## config.mk

```make
export PLATFORM = sky130hd
export DESIGN_NAME = olmr_top
export DESIGN_NICKNAME = d
export VERILOG_FILES = /design/src/design/olmr_pkg.sv /design/src/design/olmr_top.sv /design/src/design/olmr_sync.sv /design/src/design/olmr_ratio.sv
export VERILOG_INCLUDE_DIRS = /design/src /design/src/design
export SDC_FILE = /design/constraint.sdc
export NUM_CORES = 1
export LEC_CHECK = 0
export BUFFER_PORTS_ARGS = -buffer_cell sky130_fd_sc_hd__buf_2
export CAP_MARGIN = 20
export CORE_MARGIN = 5
export CORE_UTILIZATION = 40
export DETAILED_ROUTE_END_ITERATION = 7
export GPL_TIMING_DRIVEN = 0
export PLACE_DENSITY = 0.59
export SYNTH_ARGS = -nofsm -noshare
export SYNTH_HDL_FRONTEND = slang
export SYNTH_SLANG_ARGS = --single-unit
```

## constraint.sdc

```tcl
create_clock -name clk -period 2.25 [get_ports clk]
set_input_delay 0.3375 -clock clk [delete_from_list [all_inputs] [get_ports clk]]
set_output_delay 0.3375 -clock clk [all_outputs]
set_load 0.005 [all_outputs]
```

## src/design/olmr_cfg.svh

```systemverilog
// constants for the one-line-mode port routing block
`ifndef OLMR_CFG_SVH
`define OLMR_CFG_SVH

// register offsets
`define OLMR_ADDR_FMODE 8'h03
`define OLMR_ADDR_IFMT  8'h04
`define OLMR_ADDR_MISC  8'h05
`define OLMR_ADDR_STAT  8'h06

// reset values
`define OLMR_FMODE_RST 8'h00
`define OLMR_IFMT_RST  8'h00
`define OLMR_MISC_RST  8'h00

// functional mode fields
`define OLMR_PSPD 7:6
`define OLMR_ASPD 5:4
`define OLMR_CSEL 3:2

// interface format fields
`define OLMR_CAPOL 7:6
`define OLMR_PBOL  5:4
`define OLMR_DIF   1:0

// miscellaneous fields
`define OLMR_PMST 7
`define OLMR_AMST 6
`define OLMR_EXTS 5

// field codes
`define OLMR_CSEL_CFG3 2'b00
`define OLMR_CSEL_CFG4 2'b10
`define OLMR_OL_NONE   2'b00
`define OLMR_OL_ONE    2'b01
`define OLMR_OL_TWO    2'b10
`define OLMR_DIF_DELAY 2'b01

// bit clocks per frame
`define OLMR_BITS_64  9'd64
`define OLMR_BITS_128 9'd128
`define OLMR_BITS_256 9'd256

// frame rates in hz and clock rate
`define OLMR_CLK_HZ   50000000
`define OLMR_SSM_LO   32000
`define OLMR_SSM_HI   48000
`define OLMR_DSM_LO   64000
`define OLMR_DSM_HI   96000
`define OLMR_QSM_LO   176400
`define OLMR_QSM_HI   192000
`define OLMR_TOL_CYC  2

// frame period limits in clk cycles
`define OLMR_SSM_MIN ((`OLMR_CLK_HZ / `OLMR_SSM_HI) - `OLMR_TOL_CYC)
`define OLMR_SSM_MAX ((`OLMR_CLK_HZ / `OLMR_SSM_LO) + `OLMR_TOL_CYC)
`define OLMR_DSM_MIN ((`OLMR_CLK_HZ / `OLMR_DSM_HI) - `OLMR_TOL_CYC)
`define OLMR_DSM_MAX ((`OLMR_CLK_HZ / `OLMR_DSM_LO) + `OLMR_TOL_CYC)
`define OLMR_QSM_MIN ((`OLMR_CLK_HZ / `OLMR_QSM_HI) - `OLMR_TOL_CYC)
`define OLMR_QSM_MAX ((`OLMR_CLK_HZ / `OLMR_QSM_LO) + `OLMR_TOL_CYC)

`endif

```

## src/design/olmr_pkg.sv

```systemverilog
// types for the one-line-mode port routing block
package olmr_pkg;

  typedef enum logic [1:0]
  {
    SPD_SINGLE = 2'b00,
    SPD_DOUBLE = 2'b01,
    SPD_QUAD   = 2'b10,
    SPD_NONE   = 2'b11
  } olmr_speed_t;

  typedef enum logic [1:0]
  {
    RAT_64    = 2'b00,
    RAT_128   = 2'b01,
    RAT_256   = 2'b10,
    RAT_OTHER = 2'b11
  } olmr_ratio_t;

  typedef enum logic [1:0]
  {
    ST_CHECK = 2'b00,
    ST_RUN   = 2'b01,
    ST_FAULT = 2'b10
  } olmr_state_t;

  typedef struct packed
  {
    logic        seen;
    olmr_ratio_t ratio;
    olmr_speed_t speed;
  } olmr_meas_t;

  typedef struct packed
  {
    logic lvl;
    logic rise;
    logic fall;
  } olmr_edge_t;

endpackage

```

## src/design/olmr_top.sv

```systemverilog
// one-line-mode configuration three and four port routing
`timescale 1ns/1ps
`include "olmr_cfg.svh"
module olmr_top
(
  // clock, enable, reset
  input  wire logic       clk,
  input  wire logic       ce,
  input  wire logic       reset_n,
  // register port
  input  wire logic [7:0] reg_addr,
  input  wire logic       reg_wr,
  input  wire logic [7:0] reg_wdata,
  output logic      [7:0] reg_rdata,
  // primary serial port
  input  wire logic       primary_port_bit_clock,
  input  wire logic       primary_port_frame_clock,
  output logic            primary_port_serial_out,
  // auxiliary serial port
  input  wire logic       aux_port_bit_clock,
  input  wire logic       aux_port_frame_clock,
  output logic            aux_port_serial_out,
  // serial sources
  input  wire logic       conv_serial_in,
  input  wire logic       rx_audio_serial_in,
  // status
  output logic            config_error,
  output logic            transfer_active
);
  import olmr_pkg::*;

  // ===========================================
  // registers and state
  logic [7:0]  functional_mode_control;
  logic [7:0]  interface_format_control;
  logic [7:0]  miscellaneous_port_control;
  olmr_state_t state;
  olmr_state_t next_state;
  logic        conv_dly;
  logic        rx_dly;

  // ===========================================
  // pin synchronisers
  localparam int NPIN = 6;
  wire [NPIN-1:0] pins = {rx_audio_serial_in, conv_serial_in,
                          aux_port_frame_clock, aux_port_bit_clock,
                          primary_port_frame_clock, primary_port_bit_clock};
  olmr_edge_t     pin_e [NPIN];

  generate
    for (genvar i = 0; i < NPIN; i++)
    begin : g_sync
      olmr_sync u_sync
      (
        .clk     (clk),
        .ce      (ce),
        .reset_n (reset_n),
        .pin     (pins[i]),
        .edge_o  (pin_e[i])
      );
    end
  endgenerate

  wire p_bclk_rise = pin_e[0].rise;
  wire p_bclk_fall = pin_e[0].fall;
  wire p_lrck_rise = pin_e[1].rise;
  wire a_bclk_rise = pin_e[2].rise;
  wire a_bclk_fall = pin_e[2].fall;
  wire a_lrck_rise = pin_e[3].rise;
  wire conv_bit    = pin_e[4].lvl;
  wire rx_bit      = pin_e[5].lvl;

  // ===========================================
  // clock measurement
  olmr_meas_t p_meas;
  olmr_meas_t a_meas;

  olmr_ratio u_p_ratio
  (
    .clk       (clk),
    .ce        (ce),
    .reset_n   (reset_n),
    .bclk_rise (p_bclk_rise),
    .lrck_rise (p_lrck_rise),
    .meas      (p_meas)
  );

  olmr_ratio u_a_ratio
  (
    .clk       (clk),
    .ce        (ce),
    .reset_n   (reset_n),
    .bclk_rise (a_bclk_rise),
    .lrck_rise (a_lrck_rise),
    .meas      (a_meas)
  );

  // ===========================================
  // field decode
  wire [1:0] p_spd  = functional_mode_control[`OLMR_PSPD];
  wire [1:0] a_spd  = functional_mode_control[`OLMR_ASPD];
  wire [1:0] csel   = functional_mode_control[`OLMR_CSEL];
  wire [1:0] cap_ol = interface_format_control[`OLMR_CAPOL];
  wire [1:0] pb_ol  = interface_format_control[`OLMR_PBOL];
  wire [1:0] dif    = interface_format_control[`OLMR_DIF];
  wire       p_mst  = miscellaneous_port_control[`OLMR_PMST];
  wire       ext_s  = miscellaneous_port_control[`OLMR_EXTS];
  wire       cfg3   = (csel == `OLMR_CSEL_CFG3);
  wire       cfg4   = (csel == `OLMR_CSEL_CFG4);

  // measured speed class must fall in a band and match the field
  function automatic logic speed_ok(input logic [1:0] fld,
                                    input olmr_meas_t m);
    speed_ok = (fld != SPD_NONE) && (m.speed == olmr_speed_t'(fld));
  endfunction

  // one-line field holds off or the first mode
  function automatic logic ol_basic(input logic [1:0] fld);
    ol_basic = (fld == `OLMR_OL_NONE) || (fld == `OLMR_OL_ONE);
  endfunction

  // ===========================================
  // config three check
  wire c3_fields = (p_spd == a_spd)
                 && speed_ok(p_spd, p_meas) && speed_ok(a_spd, a_meas)
                 && ol_basic(cap_ol)
                 && ol_basic(pb_ol)
                 && p_mst
                 && ext_s;
  wire c3_any_ol = (cap_ol != `OLMR_OL_NONE) || (pb_ol != `OLMR_OL_NONE);
  wire c3_plain  = (p_meas.ratio == RAT_64) && (a_meas.ratio == RAT_64);
  wire c3_one    = (p_meas.ratio == RAT_128)
                 && (p_spd == SPD_SINGLE) && (a_meas.ratio == RAT_64);
  wire c3_ok     = cfg3 && c3_fields && (c3_any_ol ? c3_one : c3_plain);

  // ===========================================
  // config four check
  wire c4_fields = speed_ok(p_spd, p_meas) && speed_ok(a_spd, a_meas)
                 && ol_basic(cap_ol)
                 && (pb_ol != 2'b11)
                 && p_mst
                 && !ext_s;
  wire c4_p_ok   = (pb_ol == `OLMR_OL_NONE) ? (p_meas.ratio == RAT_64) :
                   (pb_ol == `OLMR_OL_ONE)  ? (p_meas.ratio == RAT_128 &&
                                               p_spd != SPD_QUAD) :
                   (p_meas.ratio == RAT_256 && p_spd == SPD_SINGLE);
  wire c4_a_ok   = (cap_ol == `OLMR_OL_NONE) ? (a_meas.ratio == RAT_64) :
                   (a_meas.ratio == RAT_128 && a_spd == SPD_SINGLE);
  wire c4_ok     = cfg4 && c4_fields && c4_p_ok && c4_a_ok;

  // ===========================================
  // overall result
  wire cfg_ok    = c3_ok || c4_ok;
  wire meas_seen = p_meas.seen && a_meas.seen;

  // ===========================================
  // register port
  wire wr_fm = reg_wr && (reg_addr == `OLMR_ADDR_FMODE);
  wire wr_if = reg_wr && (reg_addr == `OLMR_ADDR_IFMT);
  wire wr_mc = reg_wr && (reg_addr == `OLMR_ADDR_MISC);
  wire any_wr = wr_fm || wr_if || wr_mc;

  // ===========================================
  // read path
  logic [7:0] next_rdata;
  wire  [7:0] status = {config_error, transfer_active,
                        p_meas.ratio, a_meas.ratio,
                        p_meas.seen, a_meas.seen};

  always_comb
  begin
    if (reg_addr == `OLMR_ADDR_FMODE)
      next_rdata = functional_mode_control;
    else if (reg_addr == `OLMR_ADDR_IFMT)
      next_rdata = interface_format_control;
    else if (reg_addr == `OLMR_ADDR_MISC)
      next_rdata = miscellaneous_port_control;
    else if (reg_addr == `OLMR_ADDR_STAT)
      next_rdata = status;
    else
      next_rdata = 8'h00;
  end

  always_ff @(posedge clk)
  begin
    if (!reset_n)
    begin
      functional_mode_control    <= `OLMR_FMODE_RST;
      interface_format_control   <= `OLMR_IFMT_RST;
      miscellaneous_port_control <= `OLMR_MISC_RST;
      reg_rdata                  <= 8'h00;
    end
    else if (ce)
    begin
      if (wr_fm)
        functional_mode_control <= reg_wdata;
      if (wr_if)
        interface_format_control <= reg_wdata;
      if (wr_mc)
        miscellaneous_port_control <= reg_wdata;
      reg_rdata <= next_rdata;
    end
  end

  // ===========================================
  // transfer state machine
  always_comb
  begin
    next_state = state;
    case (state)
      ST_CHECK:
        if (meas_seen)
          next_state = cfg_ok ? ST_RUN : ST_FAULT;
      ST_RUN:
        if (!cfg_ok)
          next_state = ST_FAULT;
      ST_FAULT:
        if (cfg_ok)
          next_state = ST_RUN;
      default:
        next_state = ST_CHECK;
    endcase
    if (any_wr)
      next_state = ST_CHECK;
  end

  always_ff @(posedge clk)
  begin
    if (!reset_n)
      state <= ST_CHECK;
    else if (ce)
      state <= next_state;
  end

  assign transfer_active = (state == ST_RUN);
  assign config_error    = (state == ST_FAULT);

  // ===========================================
  // routing and framing
  // delay format always on received audio, on the converter path only outside one-line framing
  wire conv_delay = (dif == `OLMR_DIF_DELAY) && (cap_ol == `OLMR_OL_NONE);
  wire rx_delay   = (dif == `OLMR_DIF_DELAY);
  // converter stream follows the port that carries it
  wire conv_fall  = cfg4 ? a_bclk_fall : p_bclk_fall;
  wire conv_val   = conv_delay ? conv_dly : conv_bit;
  wire rx_val     = rx_delay ? rx_dly : rx_bit;
  // config three carries received audio on aux, config four drops it
  wire next_aux   = cfg4 ? conv_val : rx_val;

  // one-bit delay stages for the delay format
  always_ff @(posedge clk)
  begin
    if (!reset_n)
    begin
      conv_dly <= 1'b0;
      rx_dly   <= 1'b0;
    end
    else if (ce)
    begin
      if (conv_fall)
        conv_dly <= conv_bit;
      if (a_bclk_fall)
        rx_dly <= rx_bit;
    end
  end

  always_ff @(posedge clk)
  begin
    if (!reset_n)
    begin
      primary_port_serial_out <= 1'b0;
      aux_port_serial_out     <= 1'b0;
    end
    else if (ce)
    begin
      if (!transfer_active)
      begin
        primary_port_serial_out <= 1'b0;
        aux_port_serial_out     <= 1'b0;
      end
      else
      begin
        if (p_bclk_fall)
          primary_port_serial_out <= cfg3 ? conv_val : 1'b0;
        if (a_bclk_fall)
          aux_port_serial_out <= next_aux;
      end
    end
  end
endmodule

```

## src/design/olmr_sync.sv

```systemverilog
// two-stage synchroniser with edge detection
`timescale 1ns/1ps
module olmr_sync
(
  // clock, enable, reset
  input  wire logic                clk,
  input  wire logic                ce,
  input  wire logic                reset_n,
  // pin and result
  input  wire logic                pin,
  output olmr_pkg::olmr_edge_t     edge_o
);
  import olmr_pkg::*;

  logic [2:0] stage;

  // ===========================================
  // sampling
  always_ff @(posedge clk)
  begin
    if (!reset_n)
      stage <= 3'h0;
    else if (ce)
      stage <= {stage[1:0], pin};
  end

  assign edge_o.lvl  = stage[1];
  assign edge_o.rise = stage[1] & ~stage[2];
  assign edge_o.fall = ~stage[1] & stage[2];
endmodule

```

## src/design/olmr_ratio.sv

```systemverilog
// bit-clock ratio and frame-rate measurement of one port
`timescale 1ns/1ps
`include "olmr_cfg.svh"
module olmr_ratio
(
  // clock, enable, reset
  input  wire logic               clk,
  input  wire logic               ce,
  input  wire logic               reset_n,
  // edges of the port clocks
  input  wire logic               bclk_rise,
  input  wire logic               lrck_rise,
  // result
  output olmr_pkg::olmr_meas_t    meas
);
  import olmr_pkg::*;

  logic [8:0]  bits;
  logic [10:0] cyc;
  logic        started;
  olmr_ratio_t next_ratio;
  olmr_speed_t next_speed;

  // ===========================================
  // classification
  function automatic olmr_speed_t speed_of(input logic [10:0] c);
    if (c >= 11'(`OLMR_SSM_MIN) && c <= 11'(`OLMR_SSM_MAX))
      speed_of = SPD_SINGLE;
    else if (c >= 11'(`OLMR_DSM_MIN) && c <= 11'(`OLMR_DSM_MAX))
      speed_of = SPD_DOUBLE;
    else if (c >= 11'(`OLMR_QSM_MIN) && c <= 11'(`OLMR_QSM_MAX))
      speed_of = SPD_QUAD;
    else
      speed_of = SPD_NONE;
  endfunction

  assign next_ratio = (bits == `OLMR_BITS_64)  ? RAT_64 :
                      (bits == `OLMR_BITS_128) ? RAT_128 :
                      (bits == `OLMR_BITS_256) ? RAT_256 : RAT_OTHER;
  assign next_speed = speed_of(cyc);

  // ===========================================
  // counting between frame-clock rising edges
  always_ff @(posedge clk)
  begin
    if (!reset_n)
    begin
      bits    <= 9'h000;
      cyc     <= 11'h000;
      started <= 1'b0;
      meas    <= '{seen: 1'b0, ratio: RAT_OTHER, speed: SPD_NONE};
    end
    else if (ce)
    begin
      if (lrck_rise)
      begin
        bits    <= {8'h00, bclk_rise};
        cyc     <= 11'h001;
        started <= 1'b1;
        if (started)
          meas <= '{seen: 1'b1, ratio: next_ratio, speed: next_speed};
      end
      else
      begin
        if (bclk_rise && bits != 9'h1ff)
          bits <= bits + 9'h001;
        if (cyc != 11'h7ff)
          cyc <= cyc + 11'h001;
      end
    end
  end
endmodule

```

==> results of run 1 <==
==> metal layers <==
layer | share of wire | global-route usage | vias to the layer above
met1 | 0.45 | 0.2559 | 2292
met3 | 0.063 | 0.04403 | 34
li1 | - | - | 2385
met4 | 0.026 | 0.06888 | 0
met5 | 0 | 0 | -
met2 | 0.46 | 0.2917 | 142
==> registers in the layout, indices dropped and copies added, names as in the netlist, 2 cells and up <==
| signal | count |
|---|---|
| u_a_ratio.meas | 5 |
| miscellaneous_port_control | 8 |
| u_p_ratio.bits | 9 |
| u_a_ratio.cyc | 11 |
| reg_rdata | 8 |
| u_a_ratio.bits | 9 |
| g_sync.u_sync.stage | 16 |
| functional_mode_control | 8 |
| u_p_ratio.meas | 5 |
| u_p_ratio.cyc | 11 |
| interface_format_control | 8 |
| state | 2 |
==> worst min-delay path, delay by kind of cell <==
kind	cells	cell delay, ps
buffers and inverters	1	80
muxes	1	50
and+or+nand+nor	1	80
==> through the flow <==
| step | utilization | hold slack [ps] | total power, mW | cell area, sq um | setup slack [ps] |
|---|---|---|---|---|---|
| 2_1_floorplan | - | 432.3 | 2.112 | 5348 | 174.0 |
| 3_3_place_gp | 0.4362 | 442.4 | 2.213 | 5753 | -327.8 |
| 3_5_place_dp | 0.4362 | 448.3 | 2.219 | 5753 | -315.4 |
| 4_1_cts | 0.4604 | 221.1 | 3.840 | 6073 | 25.03 |
| 5_1_grt | 0.4663 | 241.7 | 3.957 | 6151 | -18.00 |
| 6_report | 0.4663 | 227.0 | 3.810 | 6151 | 102.1 |
==> kinds of logic (layout without fill, tap and decap cells) <==
| group | after synthesis | count (layout) | synth area share |
|---|---|---|---|
| flip-flops | 106 | 106 | 0.3968 |
| XOR/XNOR | 27 | 27 | 0.04422 |
| buffers and inverters | 56 | 113 | 0.04281 |
| adder cells (fa/ha/maj) | 12 | 12 | 0.02808 |
| AND/OR/NAND/NOR | 251 | 251 | 0.2330 |
| AO/OA/AOI/OAI | 133 | 133 | 0.1708 |
| multiplexers | 45 | 45 | 0.08423 |
==> layout make-up <==
cell class,instances,area share
buffer,37,0.02583
sequential,106,0.3454
clock buffer,12,0.04170
tap,176,0.03580
timing repair buffer,41,0.03499
clock inverter,4,0.008137
multi-input combinational,468,0.4965
inverter,19,0.01159
==> where the power goes <==
group          switching [mW]  internal [mW]  leakage, nW
sequential             0.0296           1.90        0.859
combinational           0.163         0.0887         1.34
clock                   0.703          0.922        0.145
==> synthesized netlist by cell type, types with 4 or more instances <==
master	instances
a31oi_1	5
a21oi_1	40
nor3_1	14
o211ai_1	6
or3_1	7
ha_1	12
xnor2_1	19
o21ai_1	23
nor2_1	92
a211oi_1	7
a22o_1	15
inv_2	4
nand3_1	28
mux2i_1	45
a22oi_1	5
nor2b_1	10
xor2_1	8
o21a_1	4
or4_1	4
inv_1	14
clkbuf_1	31
nand2b_1	7
and3_1	7
nand4_1	11
nand2_1	39
nor4_1	11
o32ai_1	4
dfxtp_1	106
==> final timing paths <==
path / slack, ps / endpoint / cells past startpoint / startpoint
worst max-delay path: 100 / u_p_ratio.bits[4] / 9 / u_p_ratio.bits[0]
worst min-delay path: 230 / g_sync[3].u_sync.stage[0] / 3 / aux_port_frame_clock
worst max register to register: 100 / u_p_ratio.bits[4] / 9 / u_p_ratio.bits[0]
worst min register to register: 460 / rx_dly / 2 / rx_dly
==> timing repair <==
item / 4_1_cts / 5_1_grt
resized for setup: 3 / 12
setup buffers: 0 / 4
pin swaps: 0 / 5
cloned: 0 / 0
endpoints found under the setup margin: 3 / 15
==> impl_metrics.ini, run 1 <==
[final_layout]
diodes = 0
fin_nets = 720
multi_input_area_sq_um = 3054
fillers = 1330
fin_cells = 863
seqCellArea_sq_um = 2125
area_growth_pct = 15.02
drive_gt1_frac = 0.1208
final_common_cell = dfxtp_1
final_cell_mix = dfxtp_1 (104), nor2_1 (92), mux2i_1 (45)

[floorplanning]
die_area_sq_um = 15780
rows = 42
start_util = 0.4054
die_x_um = 125.6
io_pins = 38
fp.dieH_um = 125.6
core_sq_um = 13190

[synthesis]
synth_top_cells_by_area = dfxtp_1 (40%), mux2i_1 (8.4%), nor2_1 (6.5%), a21oi_1 (3.7%), xnor2_1 (3.1%)
async_flop_share = 0
syn_nets = 668
synth-edff-count = 0
synth.distinct_cells = 59
synthCells = 630
synth_flop_cell = dfxtp_1
yosys.area.top_type_share = 0.3968
synth.largest_area_cell = dfxtp_1
ys_seq_area_frac = 0.3968
yosysWarnings = 0
syn_area_sq_um = 5348
yosys_register_bits = 106
synth.avg_cell_area_sq_um = 8.488

[sta]
hold_viol_final = 0
min_period_over_period = 0.9546
slew_viol_final = 0
tightest_slew_ps = 695.3
skew_ps = 8.573
max_slew_margin = 0.5351
setup_viol = 0
finalCriticalPeriod_ps = 2148
tns_ps = 0
fmax_ghz = 0.4656

[grt]
gr-usage-all-layers = 0.1880
grt_max_degree = 17
grt_pass1_vias = 4637
grt_antenna_before_repair = 0
gr-total-overflow = 0
grt_first_pass_wirelength_um = 24220

[worst_setup_path]
cp-end-kind = flip-flop
cp.arrival_ps = 2440
slowest_delay_ps = 520
cpLargestDelayFamily = simple AND/OR/NAND/NOR gates
path_cells = ha_2 -> nand2_1 -> nor2_1 -> and3_1 -> ha_1 -> nor3b_4 -> o21ai_4 -> or4_1 -> a21oi_2
critPathRequiredTime_ps = 2540
cp-start-kind = flip-flop
cp_slowest_cell = or4_1
crit_fanout = 8
crit_type = reg -> reg
path_buf_inv = 0

[clock_tree]
hold_buffers = 0
clk_pin_slew_worst_paths_ps = 70
cts_made_buffers = 9
root_buffer = clkbuf_16
clk_path_buf_depth = 2
cts_htree_levels = 3
cts_tree = built
cts_sinks = 106
clock_latency_ps = 360

[placed_design]
numPortBuffers = 37
dpl.cell_count = 843
dp_hpwl_um = 10820
place.gp.congestion = 0.8536

[detailed_routing]
vias = 4853
ant_nets = 0
drt_iter0_markers = 460
viasPerCell = 5.623
routed_wl_um = 14800
routedWlPerCell_um = 17.15
drcViolationCount = 0
drt-pass1-iter-count = 5

[power_and_ir_drop]
max-vdd-ir-drop_mv = 0.3494
p_leak_nw = 2.343
power.density_nw_per_um2 = 619.5

[worst_hold_path]
min_path_type = in -> reg

[outcome]
outcome = finished, final reports clean

[job]
cap_violations = 0
Power figures use the tool's default switching activity.
==> inputs of run 2 (changes only) <==
--- a/config.mk
+++ b/config.mk
@@ -6,6 +6,7 @@
 export SDC_FILE = /design/constraint.sdc
 export NUM_CORES = 1
 export LEC_CHECK = 0
+export ABC_AREA = 1
 export BUFFER_PORTS_ARGS = -buffer_cell sky130_fd_sc_hd__buf_2
 export CAP_MARGIN = 20
 export CORE_MARGIN = 5
==> run 2 against run 1 <==
  * Via count is 7.5% higher
  * Clock-buffer cell count down 3
  * Cell count increased by 15%
  * Sequential share of layout area is 0.32 points higher
  * Worst setup slack gained 68 ps
  * Largest cell class unchanged
  * Highest routed layer unchanged
==> impl_metrics.ini, run 2 <==
[outcome]
outcome = finished, final reports clean

[worst_setup_path]
cp.arrival_ps = 2380
crit_type = reg -> reg
cp_slowest_cell = dfxtp_1
path_cells = ha_1 -> nand2_1 -> nor3_4 -> nand2_1 -> nor3_1 -> ha_1 -> nor2_1 -> o21ai_2 -> inv_2 -> nand4_1 -> nor2_1 -> nand2_1 -> a21oi_1 -> o21a_1
critPathRequiredTime_ps = 2550
cp-start-kind = flip-flop
path_common_cell = nand2_1
cp-end-kind = flip-flop
crit_fanout = 7
slowest_delay_ps = 320

[floorplanning]
start_util = 0.4036
die_area_sq_um = 15660
die_x_um = 125.1
core_sq_um = 13140
io_pins = 38
fp.dieH_um = 125.1
rows = 42

[synthesis]
syn_nets = 802
synth.avg_cell_area_sq_um = 6.941
yosys.area.top_type_share = 0.4002
synth.distinct_cells = 42
yosys.area_share.simple = 0.2570
synth-edff-count = 0
synth-compound-area-share = 0.2157
synth.cells.most_frequent = nand2_1 (127), dfxtp_1 (106), inv_1 (105), nor2_1 (91), a21oi_1 (83)
synth_top_cells_by_area = dfxtp_1 (40%), nand2_1 (9.0%), a21oi_1 (7.8%), inv_1 (7.4%), o21ai_0 (6.7%)
syn_area_sq_um = 5303
synth-xor-area-share = 0.004955
yosys_register_bits = 106
yosysWarnings = 0
synth_fa_ha_area_frac = 0.02832
synthCells = 764
synth_flop_cell = dfxtp_1
ys_seq_area_frac = 0.4002
yosys.cell_count.top_type = nand2_1
synth.largest_area_cell = dfxtp_1
synth.area.mux_share = 0
async_flop_share = 0
synth_top_family_by_area = simple AND/OR/NAND/NOR gates

[final_layout]
final_common_cell = nand2_1
final_cell_mix = nand2_1 (126), inv_1 (105), dfxtp_1 (104)
drive_gt1_frac = 0.1125
largest_register_ffs = 16
fin_cells = 994
fin_nets = 851
final_core_util = 0.4639
fillers = 1330
area_growth_pct = 14.94
diodes = 0
largest_register = g_sync.u_sync.stage
reg_top3 = g_sync.u_sync.stage (16), u_a_ratio.cyc (11), u_p_ratio.cyc (11)

[job]
cap_violations = 0

[sta]
tns_ps = 0
skew_ps = 6.554
finalCriticalPeriod_ps = 2080
min_period_over_period = 0.9243
tightest_slew_ps = 690.6
hold_viol_final = 0
max_slew_margin = 0.5336
fmax_ghz = 0.4808
slew_viol_final = 0
finalWorstSetupSlack_ps = 170.3
setup_viol = 0
rsz0062_at_grt = no

[power_and_ir_drop]
p_leak_nw = 2.370
power.density_nw_per_um2 = 660.5
max-vdd-ir-drop_mv = 0.4854

[detailed_routing]
routedWlPerCell_um = 14.91
drt_iter0_markers = 434
vias = 5217
drcViolationCount = 0
ant_nets = 0
drt-pass1-iter-count = 5
viasPerCell = 5.248
routed_wl_um = 14820

[clock_tree]
root_buffer = clkbuf_16
cts_htree_levels = 3
cts_tree = built
clock_latency_ps = 360
cts_made_buffers = 9
clk_path_buf_depth = 2
hold_buffers = 0
cts_sinks = 106
clk_pin_slew_worst_paths_ps = 70

[grt]
use_met1 = 0.2448
grt_first_pass_wirelength_um = 24730
grt_use_met2 = 0.3233
gr-total-overflow = 0
met3_usage = 0.03923
grt_antenna_before_repair = 0
grt_max_degree = 18
gr-usage-all-layers = 0.1937
top_usage_layer = met2
grt_pass1_vias = 5087

[worst_hold_path]
min_path_type = in -> reg

[placed_design]
dp_hpwl_um = 11200
place.gp.congestion = 0.9285
dpl.cell_count = 976
dpl_worst_slack_ps = -260.9
numPortBuffers = 36
run 2: changes by cell type after synthesis, moves of 10 or more:
| cell | before | now |
|---|---|---|
| xnor2_1 | 19 | 2 |
| a22o_1 | 15 | 0 |
| a21oi_1 | 40 | 83 |
| o21ai_1 | 23 | 2 |
| nand2_1 | 39 | 127 |
| o21ai_0 | 3 | 71 |
| mux2i_1 | 45 | 0 |
| inv_1 | 14 | 105 |
| nor2b_1 | 10 | 0 |
| clkbuf_1 | 31 | 15 |
run 2: timing repair:
item / 4_1_cts / 5_1_grt
pin swaps: 1 / 2
setup endpoints to repair: 6 / 11
gates resized for setup: 1 / 10
buffers inserted: 1 / 0
run 2: area by class of cell:
class | instances | area, sq um | share of cell area
inverters | 111 | 416.7 | 0.06836
clock inverters | 7 | 117.6 | 0.01930
well taps | 176 | 220.2 | 0.03613
clock buffers | 9 | 225.2 | 0.03695
multi-input cells | 527 | 2716 | 0.4457
flip-flops and latches | 106 | 2125 | 0.3486
plain buffers | 20 | 81.33 | 0.01334
repair buffers | 38 | 192.7 | 0.03162
run 2: metrics by stage:
stage               cell area, sq um  hold WS, ps  total power, mW
floorplan                       5303        423.7            2.148
global placement                5703        436.5            2.248
detailed placement              5703        442.0            2.254
CTS                             6057        198.4            4.058
global route                    6095        201.6            4.193
finish                          6095        204.8            4.025
run 2: worst paths after layout:
check	start	end	slack, ps	cells past startpoint
worst max-delay path	u_p_ratio.bits[0]	u_p_ratio.bits[7]	170	14
worst min-delay path	aux_port_bit_clock	g_sync[2].u_sync.stage[0]	200	3
worst max register to register	u_p_ratio.bits[0]	u_p_ratio.bits[7]	170	14
worst min register to register	rx_dly	rx_dly	450	2
run 2: power breakdown:
group | total (mW) | internal, mW | switching (mW) | leakage, nW
clock | 1.81 | 1.09 | 0.723 | 0.158
combinational | 0.277 | 0.0859 | 0.191 | 1.35
sequential | 1.94 | 1.91 | 0.0265 | 0.861
run 2: per-layer routing:
metal | vias up | wire [um]
met5 | - | 0
met4 | 0 | 348
met3 | 30 | 779
met2 | 135 | 7077
met1 | 2412 | 6611
li1 | 2640 | -
run 2: kinds of logic (layout without fill, tap and decap cells):
group	after synthesis	count (layout)
simple gates	310	310
compound gates	202	202
buf+inv	131	185
flops	106	106
fa+ha+maj	12	12
xor+xnor	3	3
run 2: critical path: cells and delay by family (launching register included):
kind                       cells  cell delay (ps)
AOI/OAI and AO/OA              3              380
adders and majority gates      2              380
buffers and inverters          1              120
DFF                            1              320
and+or+nand+nor                8              820
